<file path="config.mk">
export PLATFORM = sky130hd
export DESIGN_NAME = nand_host
export DESIGN_NICKNAME = d
export VERILOG_FILES = /design/src/inc/nand_host_pkg.sv /design/src/logic/nand_fifo.sv /design/src/logic/nand_addr_cycle.sv /design/src/logic/nand_host.sv
export SDC_FILE = /design/constraint.sdc
export NUM_CORES = 1
export LEC_CHECK = 0
export BUFFER_PORTS_ARGS = -buffer_cell sky130_fd_sc_hd__buf_2
export CAP_MARGIN = 25
export CORE_ASPECT_RATIO = 0.8
export CORE_MARGIN = 2
export CORE_UTILIZATION = 40
export CTS_BUF_LIST = sky130_fd_sc_hd__clkbuf_4 sky130_fd_sc_hd__clkbuf_8
export DETAILED_ROUTE_END_ITERATION = 8
export PLACE_DENSITY = 0.54
export SYNTH_ARGS = -nofsm -noshare
export SYNTH_HDL_FRONTEND = slang
export SYNTH_SLANG_ARGS = --single-unit
</file>
<file path="constraint.sdc">
create_clock -name clk_i -period 6.8 [get_ports clk_i]
set_clock_uncertainty 0.15 [all_clocks]
set_input_delay 0.68 -clock clk_i [delete_from_list [all_inputs] [get_ports clk_i]]
set_output_delay 0.68 -clock clk_i [all_outputs]
set_load 0.01 [all_outputs]
</file>
<file path="src/inc/nand_host_pkg.sv">
// Constants, opcodes and carrier types for the NAND host sequencer.
// Assumes a 50 MHz system clock and an asynchronous strobe-driven flash.
`default_nettype none
package nand_host_pkg;

  ////////////////////////////////////////////////////////////////////////////
  // Clock and strobe timing
  localparam int CLK_NS = 20;
  localparam int STROBE_LOW_NS = 25;   // Write strobe low time
  localparam int STROBE_HIGH_NS = 15;  // Strobe high time between cycles
  localparam int READ_ACCESS_DELAY_NS = 25;
  localparam int BUSY_ONSET_NS = 100;  // Wait before trusting ready/busy
  localparam int LOW_CYC = (STROBE_LOW_NS + CLK_NS - 1) / CLK_NS;
  localparam int HIGH_CYC = (STROBE_HIGH_NS + CLK_NS - 1) / CLK_NS;
  localparam int READ_ACCESS_DELAY_CYC = (READ_ACCESS_DELAY_NS + CLK_NS - 1) / CLK_NS;
  localparam int RD_LOW_CYC = READ_ACCESS_DELAY_CYC + 1;
  localparam int BUSY_ONSET_CYC = (BUSY_ONSET_NS + CLK_NS - 1) / CLK_NS;
  localparam logic [3:0] WR_LAST = 4'(LOW_CYC + HIGH_CYC + 1);
  localparam logic [3:0] RD_LAST = 4'(RD_LOW_CYC + HIGH_CYC + 1);
  localparam logic [3:0] WR_LOW_END = 4'(LOW_CYC);
  localparam logic [3:0] RD_LOW_END = 4'(RD_LOW_CYC);
  localparam logic [3:0] RD_SAMPLE = 4'(RD_LOW_CYC + 1);
  localparam logic [3:0] WB_LAST = 4'(BUSY_ONSET_CYC);

  ////////////////////////////////////////////////////////////////////////////
  // Array geometry
  localparam int BLOCKS = 1024;
  localparam int PAGES_PER_BLOCK = 64;
  localparam logic [11:0] PAGE_BYTES = 12'd2112;
  localparam int MAIN_BYTES = 2048;
  localparam int SPARE_BYTES = 64;
  localparam logic [11:0] PAGE_WORDS = 12'd1056;
  localparam int MAIN_WORDS = 1024;
  localparam int SPARE_WORDS = 32;
  localparam logic [1:0] ADDR_FIRST_FULL = 2'd0;
  localparam logic [1:0] ADDR_FIRST_ROW = 2'd2;
  localparam logic [1:0] ADDR_LAST = 2'd3;

  ////////////////////////////////////////////////////////////////////////////
  // Command bytes
  localparam logic [7:0] CMD_READ_SETUP = 8'h00;
  localparam logic [7:0] CMD_READ_GO = 8'h30;
  localparam logic [7:0] CMD_PROG_SETUP = 8'h80;
  localparam logic [7:0] CMD_PROG_GO = 8'h10;
  localparam logic [7:0] CMD_ERASE_SETUP = 8'h60;
  localparam logic [7:0] CMD_ERASE_GO = 8'hd0;

  ////////////////////////////////////////////////////////////////////////////
  // Data path
  localparam int WORD_W = 16;
  localparam int FIFO_DEPTH = 16;

  typedef enum logic [1:0] {
    OP_READ = 2'b00,
    OP_PROG = 2'b01,
    OP_ERASE = 2'b10
  } op_t;

  typedef struct packed {
    op_t op;
    logic [11:0] col;
    logic [15:0] row;
    logic [11:0] len;
  } req_t;

endpackage
`default_nettype wire

</file>
<file path="src/logic/nand_fifo.sv">
// Flip-flop FIFO with valid/ready on both sides.
// Assumes one clock and a synchronous active-high reset.
`timescale 1ns/100ps
`default_nettype none
module nand_fifo #(
  parameter int WIDTH = nand_host_pkg::WORD_W,
  parameter int DEPTH = nand_host_pkg::FIFO_DEPTH
) (
  // Clock and reset
  input wire logic clk_i,
  input wire logic srst_i,
  // Fill side
  input wire logic s_valid_i,
  input wire logic [WIDTH-1:0] s_data_i,
  output logic s_ready_o,
  // Drain side
  output logic m_valid_o,
  output logic [WIDTH-1:0] m_data_o,
  input wire logic m_ready_i
);
  localparam int AW = $clog2(DEPTH);

  logic [WIDTH-1:0] mem_q [DEPTH];
  logic [AW-1:0] wr_ptr_q;
  logic [AW-1:0] rd_ptr_q;
  logic [AW:0] count_q;
  logic [AW:0] count_d;
  logic push;
  logic pop;

  // Ready is registered so the fill side sees a flop
  assign push = s_valid_i && s_ready_o;
  assign pop = m_ready_i && m_valid_o;
  assign m_valid_o = count_q != '0;
  assign m_data_o = mem_q[rd_ptr_q];

  always_comb begin
    count_d = count_q;
    if (push && !pop) begin
      count_d = count_q + 1'b1;
    end else if (pop && !push) begin
      count_d = count_q - 1'b1;
    end
  end

  // Occupancy, pointers and full flag
  always_ff @(posedge clk_i) begin
    if (srst_i) begin
      count_q <= '0;
      wr_ptr_q <= '0;
      rd_ptr_q <= '0;
      s_ready_o <= 1'b0;
    end else begin
      count_q <= count_d;
      s_ready_o <= count_d < (AW+1)'(DEPTH);
      if (push) begin
        wr_ptr_q <= (wr_ptr_q == AW'(DEPTH - 1)) ? '0 : wr_ptr_q + 1'b1;
      end
      if (pop) begin
        rd_ptr_q <= (rd_ptr_q == AW'(DEPTH - 1)) ? '0 : rd_ptr_q + 1'b1;
      end
    end
  end

  // Storage needs no reset; empty entries are never shown
  always_ff @(posedge clk_i) begin
    if (push) begin
      mem_q[wr_ptr_q] <= s_data_i;
    end
  end

endmodule
`default_nettype wire

</file>
<file path="src/logic/nand_addr_cycle.sv">
// Address cycle formatter: picks the bus value for one of four address cycles.
// Assumes column and row are already within the page and array limits.
`timescale 1ns/100ps
`default_nettype none
module nand_addr_cycle (
  // Bus width and cycle index
  input wire logic bus16_i,
  input wire logic [1:0] idx_i,
  // Address parts
  input wire logic [11:0] col_i,
  input wire logic [15:0] row_i,
  // Value for the shared data pins
  output logic [15:0] value_o
);

  // Unused bit positions and pins 8-15 are always driven low
  always_comb begin
    case (idx_i)
      2'd0: value_o = {8'h00, col_i[7:0]};
      2'd1: value_o = bus16_i ? {13'h0000, col_i[10:8]} : {12'h000, col_i[11:8]};
      2'd2: value_o = {8'h00, row_i[7:0]};
      2'd3: value_o = {8'h00, row_i[15:8]};
      default: value_o = 16'h0000;
    endcase
  end

endmodule
`default_nettype wire

</file>
<file path="src/logic/nand_host.sv">
// Host sequencer that drives a raw NAND flash through its strobe pins.
// Assumes pin inputs are synchronous to clk_i and the flash is powered up.
//
// Summary of operation
// - Device latches pins on write strobe rise; host drives them before.
// - Commands, addresses and data share one 8 or 16 bit bus.
// - Narrow bus: cycles one and two carry column bits A0 to A11.
// - Narrow bus: cycles three and four carry row bits A12 to A27.
// - Host drives unassigned address bit positions low.
// - Wide bus: column A0-A10 in cycles 1-2, row A11-A26 in 3-4.
// - Wide bus: pins 8 to 15 held low in every address cycle.
// - Page read is 00h, four address cycles, then 30h.
`timescale 1ns/100ps
`default_nettype none
module nand_host (
  // Clock and reset
  input wire logic clk_i,
  input wire logic srst_i,
  // Configuration
  input wire logic bus16_i,
  // Request port
  input wire logic req_valid_i,
  input wire nand_host_pkg::req_t req_i,
  output logic req_ready_o,
  // Program data in
  input wire logic wr_valid_i,
  input wire logic [15:0] wr_data_i,
  output logic wr_ready_o,
  // Read data out and status
  output logic rd_valid_o,
  output logic [15:0] rd_data_o,
  output logic done_o,
  output logic busy_o,
  // Flash pins
  output logic ce_n_o,
  output logic cle_o,
  output logic ale_o,
  output logic we_n_o,
  output logic read_strobe_n_o,
  output logic wp_n_o,
  output logic [15:0] shared_data_pins_o,
  output logic shared_data_pins_oe_o,
  input wire logic [15:0] shared_data_pins_i,
  input wire logic ready_busy_n_i
);

  typedef enum logic [3:0] {
    ST_IDLE = 4'b0000,
    ST_CMD1 = 4'b0001,
    ST_ADDR = 4'b0010,
    ST_WDATA = 4'b0011,
    ST_CMD2 = 4'b0100,
    ST_WB = 4'b0101,
    ST_WAIT = 4'b0110,
    ST_RDATA = 4'b0111,
    ST_DONE = 4'b1000
  } state_t;

  ////////////////////////////////////////////////////////////////////////////
  // Helpers

  // Words left in the page from a column, limiting the transfer length
  function automatic logic [11:0] clamp_len(input logic wide, input logic [11:0] col,
                                            input logic [11:0] len);
    logic [11:0] limit;
    logic [11:0] room;
    limit = wide ? nand_host_pkg::PAGE_WORDS : nand_host_pkg::PAGE_BYTES;
    room = (col < limit) ? limit - col : 12'h000;
    clamp_len = (len < room) ? len : room;
  endfunction

  // Command byte for the opening or closing command cycle
  function automatic logic [7:0] cmd_byte(input nand_host_pkg::op_t op, input logic second);
    case (op)
      nand_host_pkg::OP_PROG:
        cmd_byte = second ? nand_host_pkg::CMD_PROG_GO : nand_host_pkg::CMD_PROG_SETUP;
      nand_host_pkg::OP_ERASE:
        cmd_byte = second ? nand_host_pkg::CMD_ERASE_GO : nand_host_pkg::CMD_ERASE_SETUP;
      default:
        cmd_byte = second ? nand_host_pkg::CMD_READ_GO : nand_host_pkg::CMD_READ_SETUP;
    endcase
  endfunction

  ////////////////////////////////////////////////////////////////////////////
  // Declarations

  state_t state_q;
  nand_host_pkg::req_t req_q;
  logic bus16_q;
  logic [3:0] cyc_q;
  logic [3:0] wb_q;
  logic [1:0] aidx_q;
  logic [11:0] left_q;
  logic [15:0] addr_value;
  logic [15:0] fifo_data;
  logic fifo_valid;
  logic fifo_pop;
  logic accept;
  logic is_read_cyc;
  logic bus_cyc;
  logic cyc_end;
  logic stall;

  assign accept = req_valid_i && req_ready_o;
  assign is_read_cyc = state_q == ST_RDATA;
  assign bus_cyc = state_q inside {ST_CMD1, ST_ADDR, ST_WDATA, ST_CMD2, ST_RDATA};
  assign cyc_end = cyc_q == (is_read_cyc ? nand_host_pkg::RD_LAST : nand_host_pkg::WR_LAST);
  // A data cycle waits at its setup step until the FIFO has a word
  assign stall = state_q == ST_WDATA && cyc_q == 4'h0 && !fifo_valid;
  assign fifo_pop = state_q == ST_WDATA && cyc_q == 4'h0 && fifo_valid;

  ////////////////////////////////////////////////////////////////////////////
  // Program data buffer

  nand_fifo #(
    .WIDTH(nand_host_pkg::WORD_W),
    .DEPTH(nand_host_pkg::FIFO_DEPTH)
  ) u_wr_fifo (
    .clk_i(clk_i),
    .srst_i(srst_i),
    .s_valid_i(wr_valid_i),
    .s_data_i(wr_data_i),
    .s_ready_o(wr_ready_o),
    .m_valid_o(fifo_valid),
    .m_data_o(fifo_data),
    .m_ready_i(fifo_pop)
  );

  // Address cycle value for the current index
  nand_addr_cycle u_addr (
    .bus16_i(bus16_q),
    .idx_i(aidx_q),
    .col_i(req_q.col),
    .row_i(req_q.row),
    .value_o(addr_value)
  );

  ////////////////////////////////////////////////////////////////////////////
  // Request capture

  // Length is clamped so reads and programs never run past the page end
  always_ff @(posedge clk_i) begin
    if (srst_i) begin
      req_q <= '0;
      bus16_q <= 1'b0;
    end else if (accept) begin
      req_q <= req_i;
      req_q.len <= clamp_len(bus16_i, req_i.col, req_i.len);
      bus16_q <= bus16_i;
    end
  end

  // Ready only while idle and the flash reports ready, e.g. after power-up
  always_ff @(posedge clk_i) begin
    if (srst_i) begin
      req_ready_o <= 1'b0;
    end else begin
      req_ready_o <= state_q == ST_IDLE && ready_busy_n_i && !accept;
    end
  end

  ////////////////////////////////////////////////////////////////////////////
  // Bus cycle step counter

  // Every bus cycle: setup step, strobe low window, strobe high window
  always_ff @(posedge clk_i) begin
    if (srst_i) begin
      cyc_q <= 4'h0;
    end else if (!bus_cyc || cyc_end) begin
      cyc_q <= 4'h0;
    end else if (!stall) begin
      cyc_q <= cyc_q + 4'h1;
    end
  end

  ////////////////////////////////////////////////////////////////////////////
  // Sequence state

  always_ff @(posedge clk_i) begin
    if (srst_i) begin
      state_q <= ST_IDLE;
      aidx_q <= 2'd0;
      left_q <= 12'h000;
      wb_q <= 4'h0;
    end else begin
      case (state_q)
        ST_IDLE: begin
          if (accept) begin
            state_q <= ST_CMD1;
          end
        end
        ST_CMD1: begin
          if (cyc_end) begin
            state_q <= ST_ADDR;
            // Erase sends only the two row cycles
            aidx_q <= (req_q.op == nand_host_pkg::OP_ERASE) ?
                      nand_host_pkg::ADDR_FIRST_ROW : nand_host_pkg::ADDR_FIRST_FULL;
            left_q <= req_q.len;
          end
        end
        ST_ADDR: begin
          // Four cycles are sent, only the two row cycles for erase; extras would be ignored anyway
          if (cyc_end) begin
            if (aidx_q == nand_host_pkg::ADDR_LAST) begin
              state_q <= (req_q.op == nand_host_pkg::OP_PROG && left_q != 12'h000) ?
                         ST_WDATA : ST_CMD2;
            end else begin
              aidx_q <= aidx_q + 2'd1;
            end
          end
        end
        ST_WDATA: begin
          if (cyc_end) begin
            left_q <= left_q - 12'h001;
            if (left_q == 12'h001) begin
              state_q <= ST_CMD2;
            end
          end
        end
        ST_CMD2: begin
          if (cyc_end) begin
            state_q <= ST_WB;
            wb_q <= 4'h0;
          end
        end
        ST_WB: begin
          // Ready/busy takes a while to fall; do not trust it earlier
          wb_q <= wb_q + 4'h1;
          if (wb_q == nand_host_pkg::WB_LAST) begin
            state_q <= ST_WAIT;
          end
        end
        ST_WAIT: begin
          if (ready_busy_n_i) begin
            state_q <= (req_q.op == nand_host_pkg::OP_READ && left_q != 12'h000) ?
                       ST_RDATA : ST_DONE;
          end
        end
        ST_RDATA: begin
          if (cyc_end) begin
            left_q <= left_q - 12'h001;
            if (left_q == 12'h001) begin
              state_q <= ST_DONE;
            end
          end
        end
        ST_DONE: begin
          state_q <= ST_IDLE;
        end
        default: begin
          state_q <= ST_IDLE;
        end
      endcase
    end
  end

  ////////////////////////////////////////////////////////////////////////////
  // Chip select, latch enables and write protect

  // Select is held low for the whole operation; strobes only move inside it
  always_ff @(posedge clk_i) begin
    if (srst_i) begin
      ce_n_o <= 1'b1;
      cle_o <= 1'b0;
      ale_o <= 1'b0;
      wp_n_o <= 1'b0;
    end else begin
      ce_n_o <= state_q == ST_IDLE || state_q == ST_DONE;
      cle_o <= state_q == ST_CMD1 || state_q == ST_CMD2;
      ale_o <= state_q == ST_ADDR;
      // Protection is lifted only while a program or erase is in flight
      wp_n_o <= state_q != ST_IDLE && state_q != ST_DONE &&
                req_q.op != nand_host_pkg::OP_READ;
    end
  end

  ////////////////////////////////////////////////////////////////////////////
  // Strobes

  // Low windows come one step after the setup step, so data leads the edge
  always_ff @(posedge clk_i) begin
    if (srst_i) begin
      we_n_o <= 1'b1;
      read_strobe_n_o <= 1'b1;
    end else begin
      we_n_o <= !(bus_cyc && !is_read_cyc && !stall && cyc_q >= 4'h1 &&
                  cyc_q <= nand_host_pkg::WR_LOW_END);
      read_strobe_n_o <= !(is_read_cyc && cyc_q >= 4'h1 &&
                           cyc_q <= nand_host_pkg::RD_LOW_END);
    end
  end

  ////////////////////////////////////////////////////////////////////////////
  // Shared data pins

  // Value is set at the setup step and held until the next cycle's setup
  always_ff @(posedge clk_i) begin
    if (srst_i) begin
      shared_data_pins_o <= 16'h0000;
      shared_data_pins_oe_o <= 1'b0;
    end else begin
      shared_data_pins_oe_o <= bus_cyc && !is_read_cyc;
      if (cyc_q == 4'h0) begin
        case (state_q)
          ST_CMD1: shared_data_pins_o <= {8'h00, cmd_byte(req_q.op, 1'b0)};
          ST_CMD2: shared_data_pins_o <= {8'h00, cmd_byte(req_q.op, 1'b1)};
          ST_ADDR: shared_data_pins_o <= addr_value;
          ST_WDATA: begin
            if (fifo_valid) begin
              // Narrow bus leaves the upper pins low
              shared_data_pins_o <= bus16_q ? fifo_data : {8'h00, fifo_data[7:0]};
            end
          end
          default: shared_data_pins_o <= shared_data_pins_o;
        endcase
      end
    end
  end

  ////////////////////////////////////////////////////////////////////////////
  // Read data and status

  // Sampled at the last low step of the read strobe, after the access delay
  always_ff @(posedge clk_i) begin
    if (srst_i) begin
      rd_valid_o <= 1'b0;
      rd_data_o <= 16'h0000;
    end else begin
      rd_valid_o <= is_read_cyc && cyc_q == nand_host_pkg::RD_SAMPLE;
      if (is_read_cyc && cyc_q == nand_host_pkg::RD_SAMPLE) begin
        rd_data_o <= bus16_q ? shared_data_pins_i : {8'h00, shared_data_pins_i[7:0]};
      end
    end
  end

  // Done pulses once per request; busy covers everything between
  always_ff @(posedge clk_i) begin
    if (srst_i) begin
      done_o <= 1'b0;
      busy_o <= 1'b0;
    end else begin
      done_o <= state_q == ST_DONE;
      busy_o <= state_q != ST_IDLE;
    end
  end

endmodule
`default_nettype wire

</file>
==> flow_summary.html, run 1 <==
<table>
<tr><th>Metric</th><th>Value</th></tr>
<tr><th colspan="2">Synthesis</th></tr>
<tr><td>Portion of the post-synthesis area used by sequential elements</td><td>62.8%</td></tr>
<tr><td>Most common cell in the synthesized netlist</td><td>edfxtp_1</td></tr>
<tr><td>Most used DFF post-synth</td><td>edfxtp_1</td></tr>
<tr><td>Count of flip-flops with a built-in enable after synthesis</td><td>around 260</td></tr>
<tr><td>Mean instance size in the synthesized netlist</td><td>13.5 µm²</td></tr>
<tr><td>Biggest area consumer among synthesized cells</td><td>edfxtp_1</td></tr>
<tr><td>Top cell types by occurrence after synthesis</td><td>edfxtp_1, nand2_1, dfxtp_1</td></tr>
<tr><td>Number of flip-flops and latches in the synthesized netlist</td><td>~390</td></tr>
<tr><td>Synth top area cells</td><td>edfxtp_1, dfxtp_1, mux4_2</td></tr>
<tr><td>Area fraction of the dominant cell type after synthesis</td><td>a little under half</td></tr>
<tr><td>Mapped Nets</td><td>between 1k and 1.5k</td></tr>
<tr><td>Count of yosys warnings during synthesis</td><td>0</td></tr>
<tr><td>Syn Std Cell Area</td><td>roughly 0.016 mm²</td></tr>
<tr><td>Post-synthesis cell count</td><td>between 1k and 1.5k</td></tr>
<tr><td>Number of different library cells in the post-synthesis netlist</td><td>72</td></tr>
<tr><td>Share of flip-flops with an asynchronous set or reset after synthesis</td><td>0%</td></tr>
<tr><th colspan="2">Floorplan</th></tr>
<tr><td>Placeable Area</td><td>between 0.04 and 0.05 mm²</td></tr>
<tr><td>Width of the die</td><td>~230 µm</td></tr>
<tr><td>Ports</td><td>about 120</td></tr>
<tr><td>Initial standard-cell utilization of the core</td><td>40.4%</td></tr>
<tr><td>Die outline area</td><td>0.0426 mm²</td></tr>
<tr><td>Total number of placement rows</td><td>between 60 and 70</td></tr>
<tr><td>Chip height</td><td>roughly 190 µm</td></tr>
<tr><th colspan="2">GRT</th></tr>
<tr><td>Routing layer with the top usage in global route</td><td>met1</td></tr>
<tr><td>Met3 routing resource usage after global routing</td><td>between 3 and 4%</td></tr>
<tr><td>Wire length of the first global-routing pass</td><td>between 60 and 70 mm</td></tr>
<tr><td>Via count of the first global-routing pass</td><td>10.2k</td></tr>
<tr><td>Met1 track demand over resource in global routing</td><td>29.3%</td></tr>
<tr><td>Global-route met2 utilization</td><td>~29%</td></tr>
<tr><td>Initial antenna violation count</td><td>2</td></tr>
<tr><td>Total routing resource utilization after global routing</td><td>between 10% and 20%</td></tr>
<tr><td>Total congestion overflow</td><td>0</td></tr>
<tr><td>Largest net degree at the start of global routing</td><td>62</td></tr>
<tr><th colspan="2">Final layout</th></tr>
<tr><td>Share of cells above drive strength 1</td><td>about a quarter</td></tr>
<tr><td>Total number of nets in the final design</td><td>between 1k and 1.5k</td></tr>
<tr><td>Layout area overhead</td><td>16.1%</td></tr>
<tr><td>Count of fill cells added during filler insertion</td><td>approximately 3.6k</td></tr>
<tr><td>Design area</td><td>0.0190 mm²</td></tr>
<tr><th colspan="2">Worst hold path</th></tr>
<tr><td>Class of the tightest hold or removal check</td><td>in2reg</td></tr>
<tr><td>Hold Crit Endpoint</td><td>req_q[16]</td></tr>
<tr><td>HP Start</td><td>req_i[16]</td></tr>
<tr><td>Worst Hold Path Cells</td><td>3</td></tr>
<tr><th colspan="2">Placed design</th></tr>
<tr><td>Count of port buffers added during placement</td><td>123</td></tr>
<tr><td>Placement Cell Area</td><td>about 0.018 mm²</td></tr>
<tr><td>Detailed placer's ending HPWL</td><td>between 20 and 30 mm</td></tr>
<tr><td>Routability congestion estimate</td><td>between 0.8 and 0.9</td></tr>
<tr><th colspan="2">Setup path</th></tr>
<tr><td>Depth of the worst register-to-register path</td><td>9</td></tr>
<tr><td>Critical path start-end classification</td><td>in2reg</td></tr>
<tr><td>Largest stage delay on the critical path</td><td>just under 0.6 ns</td></tr>
<tr><td>Cell with the largest stage delay on the worst path</td><td>a211oi_2</td></tr>
<tr><td>Flop-to-flop setup slack</td><td>~3.2 ns</td></tr>
<tr><td>Crit path capture type</td><td>flop</td></tr>
<tr><td>Stages on worst setup path</td><td>14</td></tr>
<tr><td>Type of element launching the critical path</td><td>input port</td></tr>
<tr><td>Reg2Reg Launch Point</td><td>state_q[0]</td></tr>
<tr><td>Largest driver fanout on the critical path</td><td>13</td></tr>
<tr><td>Crit path cell chain</td><td>buf_2, ha_1, or4b_4, o31ai_4, and2_1, o211ai_1, ha_1, a21o_1, a21o_1, a211o_1, a211oi_2, buf_4, nor3b_1, nor4_2</td></tr>
<tr><td>Data required time of the critical path</td><td>7.12 ns</td></tr>
<tr><td>Buffering stage count on the worst path with inverters included</td><td>2</td></tr>
<tr><td>Endpoint of the worst-slack reg-to-reg timing path</td><td>u_wr_fifo.s_ready_o</td></tr>
<tr><td>Critical path's top delay family</td><td>compound AO/OA/AOI/OAI gates</td></tr>
<tr><td>Data arrival time of the critical path</td><td>4.69 ns</td></tr>
<tr><th colspan="2">Clock network</th></tr>
<tr><td>TritonCTS buffer count</td><td>66</td></tr>
<tr><td>Clock slew seen by the registers of the worst setup and hold paths</td><td>0.06 ns</td></tr>
<tr><td>Count of hold buffers inserted by post-cts repair</td><td>0</td></tr>
<tr><td>Root cell of the clock tree</td><td>clkbuf_8</td></tr>
<tr><td>Post-CTS Setup Inserts</td><td>0</td></tr>
<tr><td>Post-cts repair resize count</td><td>0</td></tr>
<tr><td>Clock latency on the worst-skew pair</td><td>~0.60 ns</td></tr>
<tr><td>CTS tree</td><td>done</td></tr>
<tr><td>H-tree levels</td><td>3</td></tr>
<tr><td>Clock sink total</td><td>about 390</td></tr>
<tr><td>Maximum clock path buffer count</td><td>3</td></tr>
<tr><th colspan="2">STA</th></tr>
<tr><td>Tcrit/Tclk final</td><td>~64%</td></tr>
<tr><td>Final setup viols</td><td>0</td></tr>
<tr><td>Maximum clock frequency</td><td>0.229 GHz</td></tr>
<tr><td>Hold violation total from the final report</td><td>0</td></tr>
<tr><td>Min Tclk post-route</td><td>between 4 and 5 ns</td></tr>
<tr><td>Transition at the pin with the smallest max-transition slack</td><td>between 0.9 and 1 ns</td></tr>
<tr><td>RSZ-0062 raised after global routing</td><td>false</td></tr>
<tr><td>Setup TNS</td><td>0 ns</td></tr>
<tr><td>Final number of max-transition violations</td><td>0</td></tr>
<tr><td>Headroom to the max-slew limit</td><td>between 30% and 40%</td></tr>
<tr><td>Worst slack on hold paths</td><td>between 0.15 and 0.2 ns</td></tr>
<tr><th colspan="2">Flow run</th></tr>
<tr><td>Maxcap violations</td><td>0</td></tr>
<tr><th colspan="2">Routing</th></tr>
<tr><td>Total detailed-routing wirelength</td><td>between 40 and 50 mm</td></tr>
<tr><td>Drt first pass iters</td><td>5</td></tr>
<tr><td>DR DRC count</td><td>0</td></tr>
<tr><td>Final ANT Viol Nets</td><td>0</td></tr>
<tr><td>DR iter-0 viols</td><td>around 900</td></tr>
<tr><td>Wire per inst</td><td>~21 µm</td></tr>
<tr><td>Via density</td><td>~5.4</td></tr>
<tr><td>Total via count in the routed design</td><td>approximately 10k</td></tr>
<tr><th colspan="2">Outcome</th></tr>
<tr><td>Run status</td><td>finished, final reports clean</td></tr>
<tr><th colspan="2">Pwr</th></tr>
<tr><td>Maximum VDD drop</td><td>between 0.1 and 0.15 mV</td></tr>
<tr><td>Power density of the placed cells</td><td>280 mW/mm²</td></tr>
<tr><td>Reported leakage power</td><td>approximately 6.5 nW</td></tr>
</table>
[worst max path at each step]
stage	start	to	slack, ns
after floorplan	req_i[38]	req_q[2]	2.73
after global placement	bus16_i	req_q[2]	1.82
after detailed placement	bus16_i	req_q[2]	1.85
after CTS	bus16_i	req_q[2]	2.48
after global routing	bus16_i	req_q[2]	2.18
final	bus16_i	req_q[2]	2.43
[area by class of cell]
cell class | count | area [µm²] | area share (%)
repair buffers | 151 | 881 | 4.63
flip-flops and latches | 386 | 10300 | 54.1
inverters | 32 | 120 | 0.632
diodes | 1 | 2.50 | 0.0132
well taps | 544 | 681 | 3.58
clock buffers | 96 | 1180 | 6.22
multi-input cells | 729 | 5690 | 29.9
clock inverters | 23 | 164 | 0.862
[kinds of logic after synthesis]
kind of cell	count (synthesis)	share of synthesized area, %
AO/OA/AOI/OAI	198	8.06
XOR/XNOR	16	0.855
adder cells (fa/ha/maj)	40	3.06
buffers and inverters	100	2.47
flip-flops	386	62.8
multiplexers	89	11.6
AND/OR/NAND/NOR	386	11.2
[layout by cell type, fill, tap and decap left out, types with 4 or more instances in the layout]
cell / n
o21ai_0: 24
nand2_1: 147
inv_1: 32
dfxtp_1: 127
clkbuf_4: 22
xor2_1: 6
nor2_1: 84
buf_2: 122
and2_1: 19
clkinv_2: 5
a221oi_1: 5
clkbuf_8: 74
mux2i_1: 8
a31oi_1: 6
o31ai_1: 4
nand4_1: 4
nand3_1: 25
mux4_2: 80
a21o_1: 7
clkinv_1: 11
or3_1: 6
o21a_1: 5
buf_4: 26
xnor2_1: 10
a21oi_1: 90
nor3_1: 36
nor2b_1: 12
and3_1: 8
nor3b_1: 4
ha_1: 40
nand2b_1: 8
or2_2: 8
a211oi_1: 8
edfxtp_1: 256
a311oi_2: 9
clkinvlp_4: 5
a22oi_1: 12
[metal layers]
| layer | share of wire, % | routed length, µm |
|---|---|---|
| met3 | 5.7 | 2370 |
| met5 | 0 | 0 |
| met1 | 48 | 20000 |
| met2 | 44 | 18400 |
| met4 | 1.7 | 694 |
[through the flow]
step	power, mW	setup WS, ns	cells	utilization [%]
6_report	5.33	2.43	1962	46.9
5_1_grt	5.55	2.18	1961	46.9
4_1_cts	5.38	2.48	1960	46.8
3_5_place_dp	3.25	1.85	1841	43.5
3_3_place_gp	3.24	1.82	1839	43.4
2_1_floorplan	3.01	2.73	1215	-
[worst register-to-register path, stage by stage (launching register included)]
cell and delay (ns):
dfxtp_1 0.67, nor2b_1 0.44, nand2_1 0.42, nor3_2 0.59
inv_1 0.10, ha_1 0.31, nand2b_1 0.27, o21ai_0 0.22
xor2_1 0.19, nor2_1 0.09
[power breakdown]
part / total [mW] / leakage, nW / internal, mW / switching (mW)
Combinational: 0.557 / 2.41 / 0.206 / 0.351
Clock: 2.13 / 0.699 / 1.20 / 0.931
Sequential: 2.64 / 3.36 / 2.57 / 0.0731
[state kept, by name, indices dropped and copies added (netlist names), 2 cells and up, named ones only]
register / count
wb_q: 4
req_q: 42
state_q: 4
aidx_q: 2
cyc_q: 4
rd_data_o: 16
u_wr_fifo.wr_ptr_q: 4
u_wr_fifo.count_q: 5
shared_data_pins_o: 16
u_wr_fifo.mem_q: 256
u_wr_fifo.rd_ptr_q: 4
left_q: 12
Note: power is estimated with default switching activity, not from simulation.
==> run 2: changes to the inputs <==
Settings changed: PLACE_DENSITY 0.54 to 0.56.
Clock period 6.8 ns to 3.79 ns, I/O delays scaled along.
==> run 2 against run 1 <==
Die area did not move. Cell area up 4.0%. Global-route usage is 0.37 points higher. Total power grew 73%. Register-to-register slack got worse by 2.2 ns. Routed wire length up 1.5%. Largest power group unchanged.
==> flow_summary.html, run 2 (synthesis gave the netlist of run 1 again) <==
<table>
<tr><th>Metric</th><th>Value</th></tr>
<tr><th colspan="2">Final layout</th></tr>
<tr><td>Total number of nets in the final design</td><td>1581 (+6.4%)</td></tr>
<tr><td>Most flops, register</td><td>u_wr_fifo.mem_q</td></tr>
<tr><td>Sequential Area</td><td>0.0103 mm² (about the same)</td></tr>
<tr><td>Most used cells in the layout excluding fill and tap cells</td><td>edfxtp_1, nand2_1, dfxtp_1, buf_2, a21oi_1</td></tr>
<tr><td>Leading registers by flop count</td><td>u_wr_fifo.mem_q (256), req_q (42)</td></tr>
<tr><td>Most common cell after layout, fill and taps aside</td><td>edfxtp_1</td></tr>
<tr><td>Share of the core filled with cells in the final layout</td><td>48.8% (+1.9 points)</td></tr>
<tr><td>Antenna Diode Count</td><td>0 (-1)</td></tr>
<tr><td>Multi-input gate area</td><td>0.00571 mm² (+0.31%)</td></tr>
<tr><td>Layout area overhead</td><td>20.7%</td></tr>
<tr><td>Share of cells above drive strength 1</td><td>25.5% (-0.49 points)</td></tr>
<tr><td>Count of fill cells added during filler insertion</td><td>3563 (-0.47%)</td></tr>
<tr><td>Number of flip-flops in the largest register</td><td>256 (unchanged)</td></tr>
<tr><th colspan="2">STA</th></tr>
<tr><td>Final setup viols</td><td>0 (unchanged)</td></tr>
<tr><td>Final number of max-transition violations</td><td>0 (unchanged)</td></tr>
<tr><td>RSZ-0062 raised after global routing</td><td>false</td></tr>
<tr><td>Maximum clock frequency</td><td>~0.27 GHz</td></tr>
<tr><td>Transition at the pin with the smallest max-transition slack</td><td>0.904 ns (-0.00849 ns)</td></tr>
<tr><td>Min Tclk post-route</td><td>3.67 ns</td></tr>
<tr><td>Headroom to the max-slew limit</td><td>39.7% (+0.57 points)</td></tr>
<tr><td>Worst slack on hold paths</td><td>0.0753 ns (-0.101 ns)</td></tr>
<tr><td>Tcrit/Tclk final</td><td>96.8%</td></tr>
<tr><td>Hold violation total from the final report</td><td>0 (unchanged)</td></tr>
<tr><th colspan="2">Pwr</th></tr>
<tr><td>Tot Pwr</td><td>9.24 mW (+73%)</td></tr>
<tr><td>Maximum VDD drop</td><td>0.256 mV (+130%)</td></tr>
<tr><td>Power density of the placed cells</td><td>467 mW/mm² (+67%)</td></tr>
<tr><td>Reported leakage power</td><td>6.83 nW (+5.7%)</td></tr>
<tr><th colspan="2">GRT</th></tr>
<tr><td>Wire length of the first global-routing pass</td><td>64.1 mm (+3.5%)</td></tr>
<tr><td>Via count of the first global-routing pass</td><td>10.7k (+4.4%)</td></tr>
<tr><td>Largest net degree at the start of global routing</td><td>72 (+16%)</td></tr>
<tr><td>Initial antenna violation count</td><td>2 (unchanged)</td></tr>
<tr><td>Total routing resource utilization after global routing</td><td>19.8% (+0.37 points)</td></tr>
<tr><td>Total congestion overflow</td><td>0 (unchanged)</td></tr>
<tr><th colspan="2">Placed design</th></tr>
<tr><td>Detailed placer's ending HPWL</td><td>26.1 mm (+3.0%)</td></tr>
<tr><td>Routability congestion estimate</td><td>0.824 (about the same)</td></tr>
<tr><td>Count of port buffers added during placement</td><td>123 (unchanged)</td></tr>
<tr><th colspan="2">Routing</th></tr>
<tr><td>Total via count in the routed design</td><td>10.8k (+2.5%)</td></tr>
<tr><td>DR DRC count</td><td>0 (unchanged)</td></tr>
<tr><td>Total detailed-routing wirelength</td><td>42.1 mm (+1.5%)</td></tr>
<tr><td>Drt first pass iters</td><td>5 (unchanged)</td></tr>
<tr><td>Wire per inst</td><td>20.5 µm (-3.1%)</td></tr>
<tr><td>Via density</td><td>5.24 (-2.1%)</td></tr>
<tr><td>DR iter-0 viols</td><td>936 (+5.1%)</td></tr>
<tr><td>Final ANT Viol Nets</td><td>0 (unchanged)</td></tr>
<tr><th colspan="2">Outcome</th></tr>
<tr><td>Run status</td><td>finished, final reports clean</td></tr>
<tr><th colspan="2">Worst hold path</th></tr>
<tr><td>Class of the tightest hold or removal check</td><td>in2reg</td></tr>
<tr><th colspan="2">Setup path</th></tr>
<tr><td>Buffering stage count on the worst path with inverters included</td><td>4 (+2)</td></tr>
<tr><td>Crit path cell chain</td><td>dlygate4sd3_1, buf_2, ha_1, or4b_4, o31ai_4, and2_4, buf_6, nand2_1, ha_1, nand4_1, nor3_2, a211o_1, a211oi_2, buf_4, or3_1, a311oi_2</td></tr>
<tr><td>Most common cell on crit path</td><td>ha_1</td></tr>
<tr><td>Crit path capture type</td><td>flop</td></tr>
<tr><td>Cell with the largest stage delay on the worst path</td><td>dlygate4sd3_1</td></tr>
<tr><td>Critical path's top delay family</td><td>simple AND/OR/NAND/NOR gates</td></tr>
<tr><td>Critical path start-end classification</td><td>in2reg</td></tr>
<tr><td>Type of element launching the critical path</td><td>input port</td></tr>
<tr><td>Data arrival time of the critical path</td><td>4.08 ns (-0.61 ns)</td></tr>
<tr><td>Data required time of the critical path</td><td>4.21 ns (-2.91 ns)</td></tr>
<tr><td>Largest stage delay on the critical path</td><td>0.54 ns (-0.05 ns)</td></tr>
<tr><td>Largest driver fanout on the critical path</td><td>10 (-3)</td></tr>
<tr><th colspan="2">Floorplan</th></tr>
<tr><td>Placeable Area</td><td>0.0405 mm² (unchanged)</td></tr>
<tr><td>Ports</td><td>124 (unchanged)</td></tr>
<tr><td>Chip height</td><td>185 µm (unchanged)</td></tr>
<tr><td>Total number of placement rows</td><td>66 (unchanged)</td></tr>
<tr><td>Initial standard-cell utilization of the core</td><td>40.4% (unchanged)</td></tr>
<tr><td>Die outline area</td><td>0.0426 mm² (unchanged)</td></tr>
<tr><td>Width of the die</td><td>230 µm (unchanged)</td></tr>
<tr><th colspan="2">Clock network</th></tr>
<tr><td>Root cell of the clock tree</td><td>clkbuf_8</td></tr>
<tr><td>CTS tree</td><td>done</td></tr>
<tr><td>Maximum clock path buffer count</td><td>3 (unchanged)</td></tr>
<tr><td>TritonCTS buffer count</td><td>61 (-7.6%)</td></tr>
<tr><td>Clock latency on the worst-skew pair</td><td>0.66 ns (+0.06 ns)</td></tr>
<tr><td>H-tree levels</td><td>2 (-1)</td></tr>
<tr><td>Clock sink total</td><td>386 (unchanged)</td></tr>
<tr><td>Clock slew seen by the registers of the worst setup and hold paths</td><td>0.06 ns (about the same)</td></tr>
<tr><th colspan="2">Flow run</th></tr>
<tr><td>Maxcap violations</td><td>0 (unchanged)</td></tr>
</table>
## run 2: changes by cell type in the layout (fill, tap and decap cells not counted), sizes merged
cell	previous run	this run
clkinv	16	28
clkbuf	96	84
inv	32	33
dlygate4sd3	0	76
bufinv	2	0
diode	1	0
clkinvlp	5	0
buf	151	175
## run 2: stage by stage
stage | setup TNS (ns) | cells | setup slack, ns | cell area (µm²)
floorplan | 0 | 1215 | 0.0174 | 16400
global placement | 0 | 1864 | 0.0118 | 17800
detailed placement | -0.0803 | 1864 | -0.0408 | 17800
CTS | 0 | 2053 | 0.113 | 19700
global route | 0 | 2055 | 0.00116 | 19800
finish | 0 | 2055 | 0.123 | 19800
## run 2: report_power, final
part / internal [mW] / leakage [nW] / switching, mW
Sequential: 4.61 / 3.36 / 0.112
Combinational: 0.454 / 2.84 / 0.664
Clock: 1.77 / 0.634 / 1.63
## run 2: path summary, 6_finish.rpt
path | startpoint | end | slack, ns | depth (start not counted)
max | bus16_i | req_q[0] | 0.12 | 16
min reg2reg | rd_data_o[0] | rd_data_o[0] | 0.31 | 2
min | wr_valid_i | u_wr_fifo.wr_ptr_q[1] | 0.08 | 4
max reg2reg | left_q[0] | state_q[2] | 0.99 | 9
## run 2: worst min-delay path: stages
cell and delay [ns]:
buf_2 0.10, nand2_1 0.16, nand2_1 0.11, a21oi_1 0.06
## run 2: area by class of cell
| class | count | area share, % |
|---|---|---|
| Clock inverter | 29 | 0.658 |
| Tap cell | 544 | 3.44 |
| Clock buffer | 84 | 5.25 |
| Multi-Input combinational cell | 729 | 28.9 |
| Inverter | 32 | 0.607 |
| Timing Repair Buffer | 251 | 9.13 |
| Sequential cell | 386 | 52.1 |
## run 2: metal layers
metal / GRT usage, % / part of all wire [%] / vias to the layer above
met4: 4.65 / 1.5 / 2
li1: - / - / 5083
met5: 0 / 0.026 / -
met3: 3.65 / 6.5 / 53
met1: 29.6 / 46 / 5310
met2: 30.1 / 46 / 317
## run 2: timing repair
action,in CTS,in global routing
endpoints found under the setup margin,0,10
resized for setup,0,5
hold buffers,76,0
endpoints found under the hold margin,316,0
buffers inserted,0,1
==> run 3: changes to the inputs <==
==> constraint.sdc (replaced) <==
create_clock -name clk_i -period 3.79 [get_ports clk_i]
set_clock_uncertainty 0.15 [all_clocks]
set_input_delay 0.5685 -clock clk_i [delete_from_list [all_inputs] [get_ports clk_i]]
set_output_delay 0.5685 -clock clk_i [all_outputs]
set_load 0.01 [all_outputs]
==> run 3 against run 2 <==
Hold slack worse by 0.018 ns. Critical path depth is the same. Via count down 0.59%. Final cell count is 2.5% lower. Clock power increased by 13%. Flip-flop and latch count stayed put. Sequential share of layout area rose by 1.1 points. Combinational power hardly changed. Maximum frequency up 6.1%. Count of clock-buffer cells in the layout is 11 higher. Critical path type unchanged. Largest power group unchanged.
==> flow_summary.html, run 3 (synthesis gave the netlist of run 1 again) <==
<table>
<tr><th>Metric</th><th>Value</th></tr>
<tr><th colspan="2">Clock network</th></tr>
<tr><td>Clock latency on the worst-skew pair</td><td>0.61 ns (-0.05 ns)</td></tr>
<tr><td>Clock slew seen by the registers of the worst setup and hold paths</td><td>0.06 ns (about the same)</td></tr>
<tr><td>Clock sink total</td><td>386 (unchanged)</td></tr>
<tr><td>H-tree levels</td><td>3 (+1)</td></tr>
<tr><td>TritonCTS buffer count</td><td>67 (+9.8%)</td></tr>
<tr><td>Root cell of the clock tree</td><td>clkbuf_8</td></tr>
<tr><td>Maximum clock path buffer count</td><td>3 (unchanged)</td></tr>
<tr><td>CTS tree</td><td>done</td></tr>
<tr><th colspan="2">Final layout</th></tr>
<tr><td>Count of non-filler cells in the finished layout</td><td>2003 (-2.5%)</td></tr>
<tr><td>Layout area overhead</td><td>18.2%</td></tr>
<tr><td>Number of flip-flops in the largest register</td><td>256 (unchanged)</td></tr>
<tr><td>Total number of nets in the final design</td><td>1528 (-3.4%)</td></tr>
<tr><td>Share of the core filled with cells in the final layout</td><td>47.8% (-1.0 points)</td></tr>
<tr><td>Most used cells in the layout excluding fill and tap cells</td><td>edfxtp_1, nand2_1, dfxtp_1, buf_2, a21oi_1</td></tr>
<tr><td>Design area</td><td>0.0194 mm² (-2.1%)</td></tr>
<tr><td>Share of cells above drive strength 1</td><td>28.9% (+3.4 points)</td></tr>
<tr><td>Antenna Diode Count</td><td>0 (unchanged)</td></tr>
<tr><td>Count of fill cells added during filler insertion</td><td>3646 (+2.3%)</td></tr>
<tr><td>Leading registers by flop count</td><td>u_wr_fifo.mem_q (256), req_q (42)</td></tr>
<tr><td>Most common cell after layout, fill and taps aside</td><td>edfxtp_1</td></tr>
<tr><td>Most flops, register</td><td>u_wr_fifo.mem_q</td></tr>
<tr><th colspan="2">GRT</th></tr>
<tr><td>Total congestion overflow</td><td>0 (unchanged)</td></tr>
<tr><td>Total routing resource utilization after global routing</td><td>19.9% (+0.030 points)</td></tr>
<tr><td>Wire length of the first global-routing pass</td><td>63.3 mm (-1.3%)</td></tr>
<tr><td>Initial antenna violation count</td><td>2 (unchanged)</td></tr>
<tr><td>Largest net degree at the start of global routing</td><td>61 (-15%)</td></tr>
<tr><td>Via count of the first global-routing pass</td><td>10.4k (-2.3%)</td></tr>
<tr><th colspan="2">STA</th></tr>
<tr><td>Tcrit/Tclk final</td><td>91.2% (-5.6 points)</td></tr>
<tr><td>Hold violation total from the final report</td><td>0 (unchanged)</td></tr>
<tr><td>Final setup viols</td><td>0 (unchanged)</td></tr>
<tr><td>Headroom to the max-slew limit</td><td>45.5% (+5.8 points)</td></tr>
<tr><td>Min Tclk post-route</td><td>3.46 ns (-0.212 ns)</td></tr>
<tr><td>Worst slack on hold paths</td><td>0.0569 ns (-0.0184 ns)</td></tr>
<tr><td>Transition at the pin with the smallest max-transition slack</td><td>0.815 ns (-0.0890 ns)</td></tr>
<tr><td>RSZ-0062 raised after global routing</td><td>false</td></tr>
<tr><td>Final number of max-transition violations</td><td>0 (unchanged)</td></tr>
<tr><td>Maximum clock frequency</td><td>0.289 GHz (+6.1%)</td></tr>
<tr><th colspan="2">Pwr</th></tr>
<tr><td>Power density of the placed cells</td><td>498 mW/mm² (+6.6%)</td></tr>
<tr><td>Tot Pwr</td><td>9.64 mW (+4.4%)</td></tr>
<tr><td>Maximum VDD drop</td><td>0.182 mV (-29%)</td></tr>
<tr><td>Reported leakage power</td><td>6.69 nW (-2.2%)</td></tr>
<tr><th colspan="2">Setup path</th></tr>
<tr><td>Critical path's top delay family</td><td>compound AO/OA/AOI/OAI gates</td></tr>
<tr><td>Largest driver fanout on the critical path</td><td>8 (-2)</td></tr>
<tr><td>Crit path cell chain</td><td>buf_2, inv_12, ha_4, or4b_4, o31ai_4, and2_4, o211ai_1, ha_1, a21o_1, a21o_1, a211o_1, a211oi_2, buf_4, buf_12, nand2_2, a311oi_2</td></tr>
<tr><td>Cell with the largest stage delay on the worst path</td><td>or4b_4</td></tr>
<tr><td>Most common cell on crit path</td><td>a21o_1</td></tr>
<tr><td>Data arrival time of the critical path</td><td>3.80 ns (-0.28 ns)</td></tr>
<tr><td>Buffering stage count on the worst path with inverters included</td><td>4 (unchanged)</td></tr>
<tr><td>Type of element launching the critical path</td><td>input port</td></tr>
<tr><td>Data required time of the critical path</td><td>4.14 ns (-0.07 ns)</td></tr>
<tr><td>Largest stage delay on the critical path</td><td>0.49 ns (-0.05 ns)</td></tr>
<tr><td>Crit path capture type</td><td>flop</td></tr>
<tr><td>Critical path start-end classification</td><td>in2reg</td></tr>
<tr><th colspan="2">Floorplan</th></tr>
<tr><td>Ports</td><td>124 (unchanged)</td></tr>
<tr><td>Initial standard-cell utilization of the core</td><td>40.4% (unchanged)</td></tr>
<tr><td>Chip height</td><td>185 µm (unchanged)</td></tr>
<tr><td>Width of the die</td><td>230 µm (unchanged)</td></tr>
<tr><td>Total number of placement rows</td><td>66 (unchanged)</td></tr>
<tr><td>Die outline area</td><td>0.0426 mm² (unchanged)</td></tr>
<tr><td>Placeable Area</td><td>0.0405 mm² (unchanged)</td></tr>
<tr><th colspan="2">Flow run</th></tr>
<tr><td>Maxcap violations</td><td>0 (unchanged)</td></tr>
<tr><th colspan="2">Worst hold path</th></tr>
<tr><td>Class of the tightest hold or removal check</td><td>in2reg</td></tr>
<tr><th colspan="2">Routing</th></tr>
<tr><td>Final ANT Viol Nets</td><td>0 (unchanged)</td></tr>
<tr><td>DR DRC count</td><td>0 (unchanged)</td></tr>
<tr><td>Total via count in the routed design</td><td>10.7k (-0.59%)</td></tr>
<tr><td>DR iter-0 viols</td><td>961 (+2.7%)</td></tr>
<tr><td>Via density</td><td>5.34 (+2.0%)</td></tr>
<tr><td>Wire per inst</td><td>20.9 µm (+2.4%)</td></tr>
<tr><td>Drt first pass iters</td><td>5 (unchanged)</td></tr>
<tr><td>Total detailed-routing wirelength</td><td>42.0 mm (-0.23%)</td></tr>
<tr><th colspan="2">Placed design</th></tr>
<tr><td>Cell count after placement</td><td>1882 (+0.97%)</td></tr>
<tr><td>Placement Cell Area</td><td>0.0180 mm² (+1.2%)</td></tr>
<tr><td>Routability congestion estimate</td><td>0.842 (+2.2%)</td></tr>
<tr><td>Count of port buffers added during placement</td><td>123 (unchanged)</td></tr>
<tr><td>Detailed placer's ending HPWL</td><td>26.5 mm (+1.8%)</td></tr>
<tr><th colspan="2">Outcome</th></tr>
<tr><td>Run status</td><td>finished, final reports clean</td></tr>
</table>
run 3: area by class of cell:
class	count	area [µm²]	share of cell area [%]
Clock buffer	95	1170	6.04
Clock inverter	25	183	0.943
Inverter	32	133	0.685
Multi-Input combinational cell	729	5730	29.6
Sequential cell	386	10300	53.2
Tap cell	544	681	3.51
Timing Repair Buffer	192	1180	6.07
run 3: worst register-to-register path, cell delays in order (launching register included):
cell      delay [ns]
dfxtp_1         0.34
inv_1           0.10
ha_1            0.30
or4b_2          0.64
nor4bb_1        0.68
nor2_1          0.14
o21a_1          0.20
mux2i_1         0.13
nor2_1          0.05
run 3: power by group:
part | switching (mW) | internal, mW
logic | 0.659 | 0.433
clock network | 1.69 | 2.14
registers | 0.111 | 4.61
run 3: final timing paths:
check	start	endpoint	slack [ns]	depth (start not counted)
max	req_i[38]	req_q[3]	0.33	16
min	req_i[26]	req_q[26]	0.06	3
max reg2reg	left_q[0]	state_q[0]	0.91	8
min reg2reg	rd_data_o[11]	rd_data_o[11]	0.30	2
run 3: routing by layer:
layer	GRT usage, %	wire length, µm	up-vias
met5	0	10	-
met2	29.5	18600	296
met3	3.85	2330	61
met4	5.70	746	2
li1	-	-	4980
met1	29.7	20300	5362
run 3: per-stage QoR:
step                TNS (ns)  setup slack (ns)
floorplan             -0.237           -0.0307
global placement       -2.20            -0.214
detailed placement     -2.88            -0.281
CTS                        0             0.365
global route               0             0.167
finish                     0             0.335
run 3: what timing repair did:
item | in CTS | in global routing
gates resized for setup | 0 | 0
setup buffers | 0 | 0
endpoints found under the setup margin | 0 | 0
hold endpoints to repair | 1 | 0
hold buffers | 1 | 0
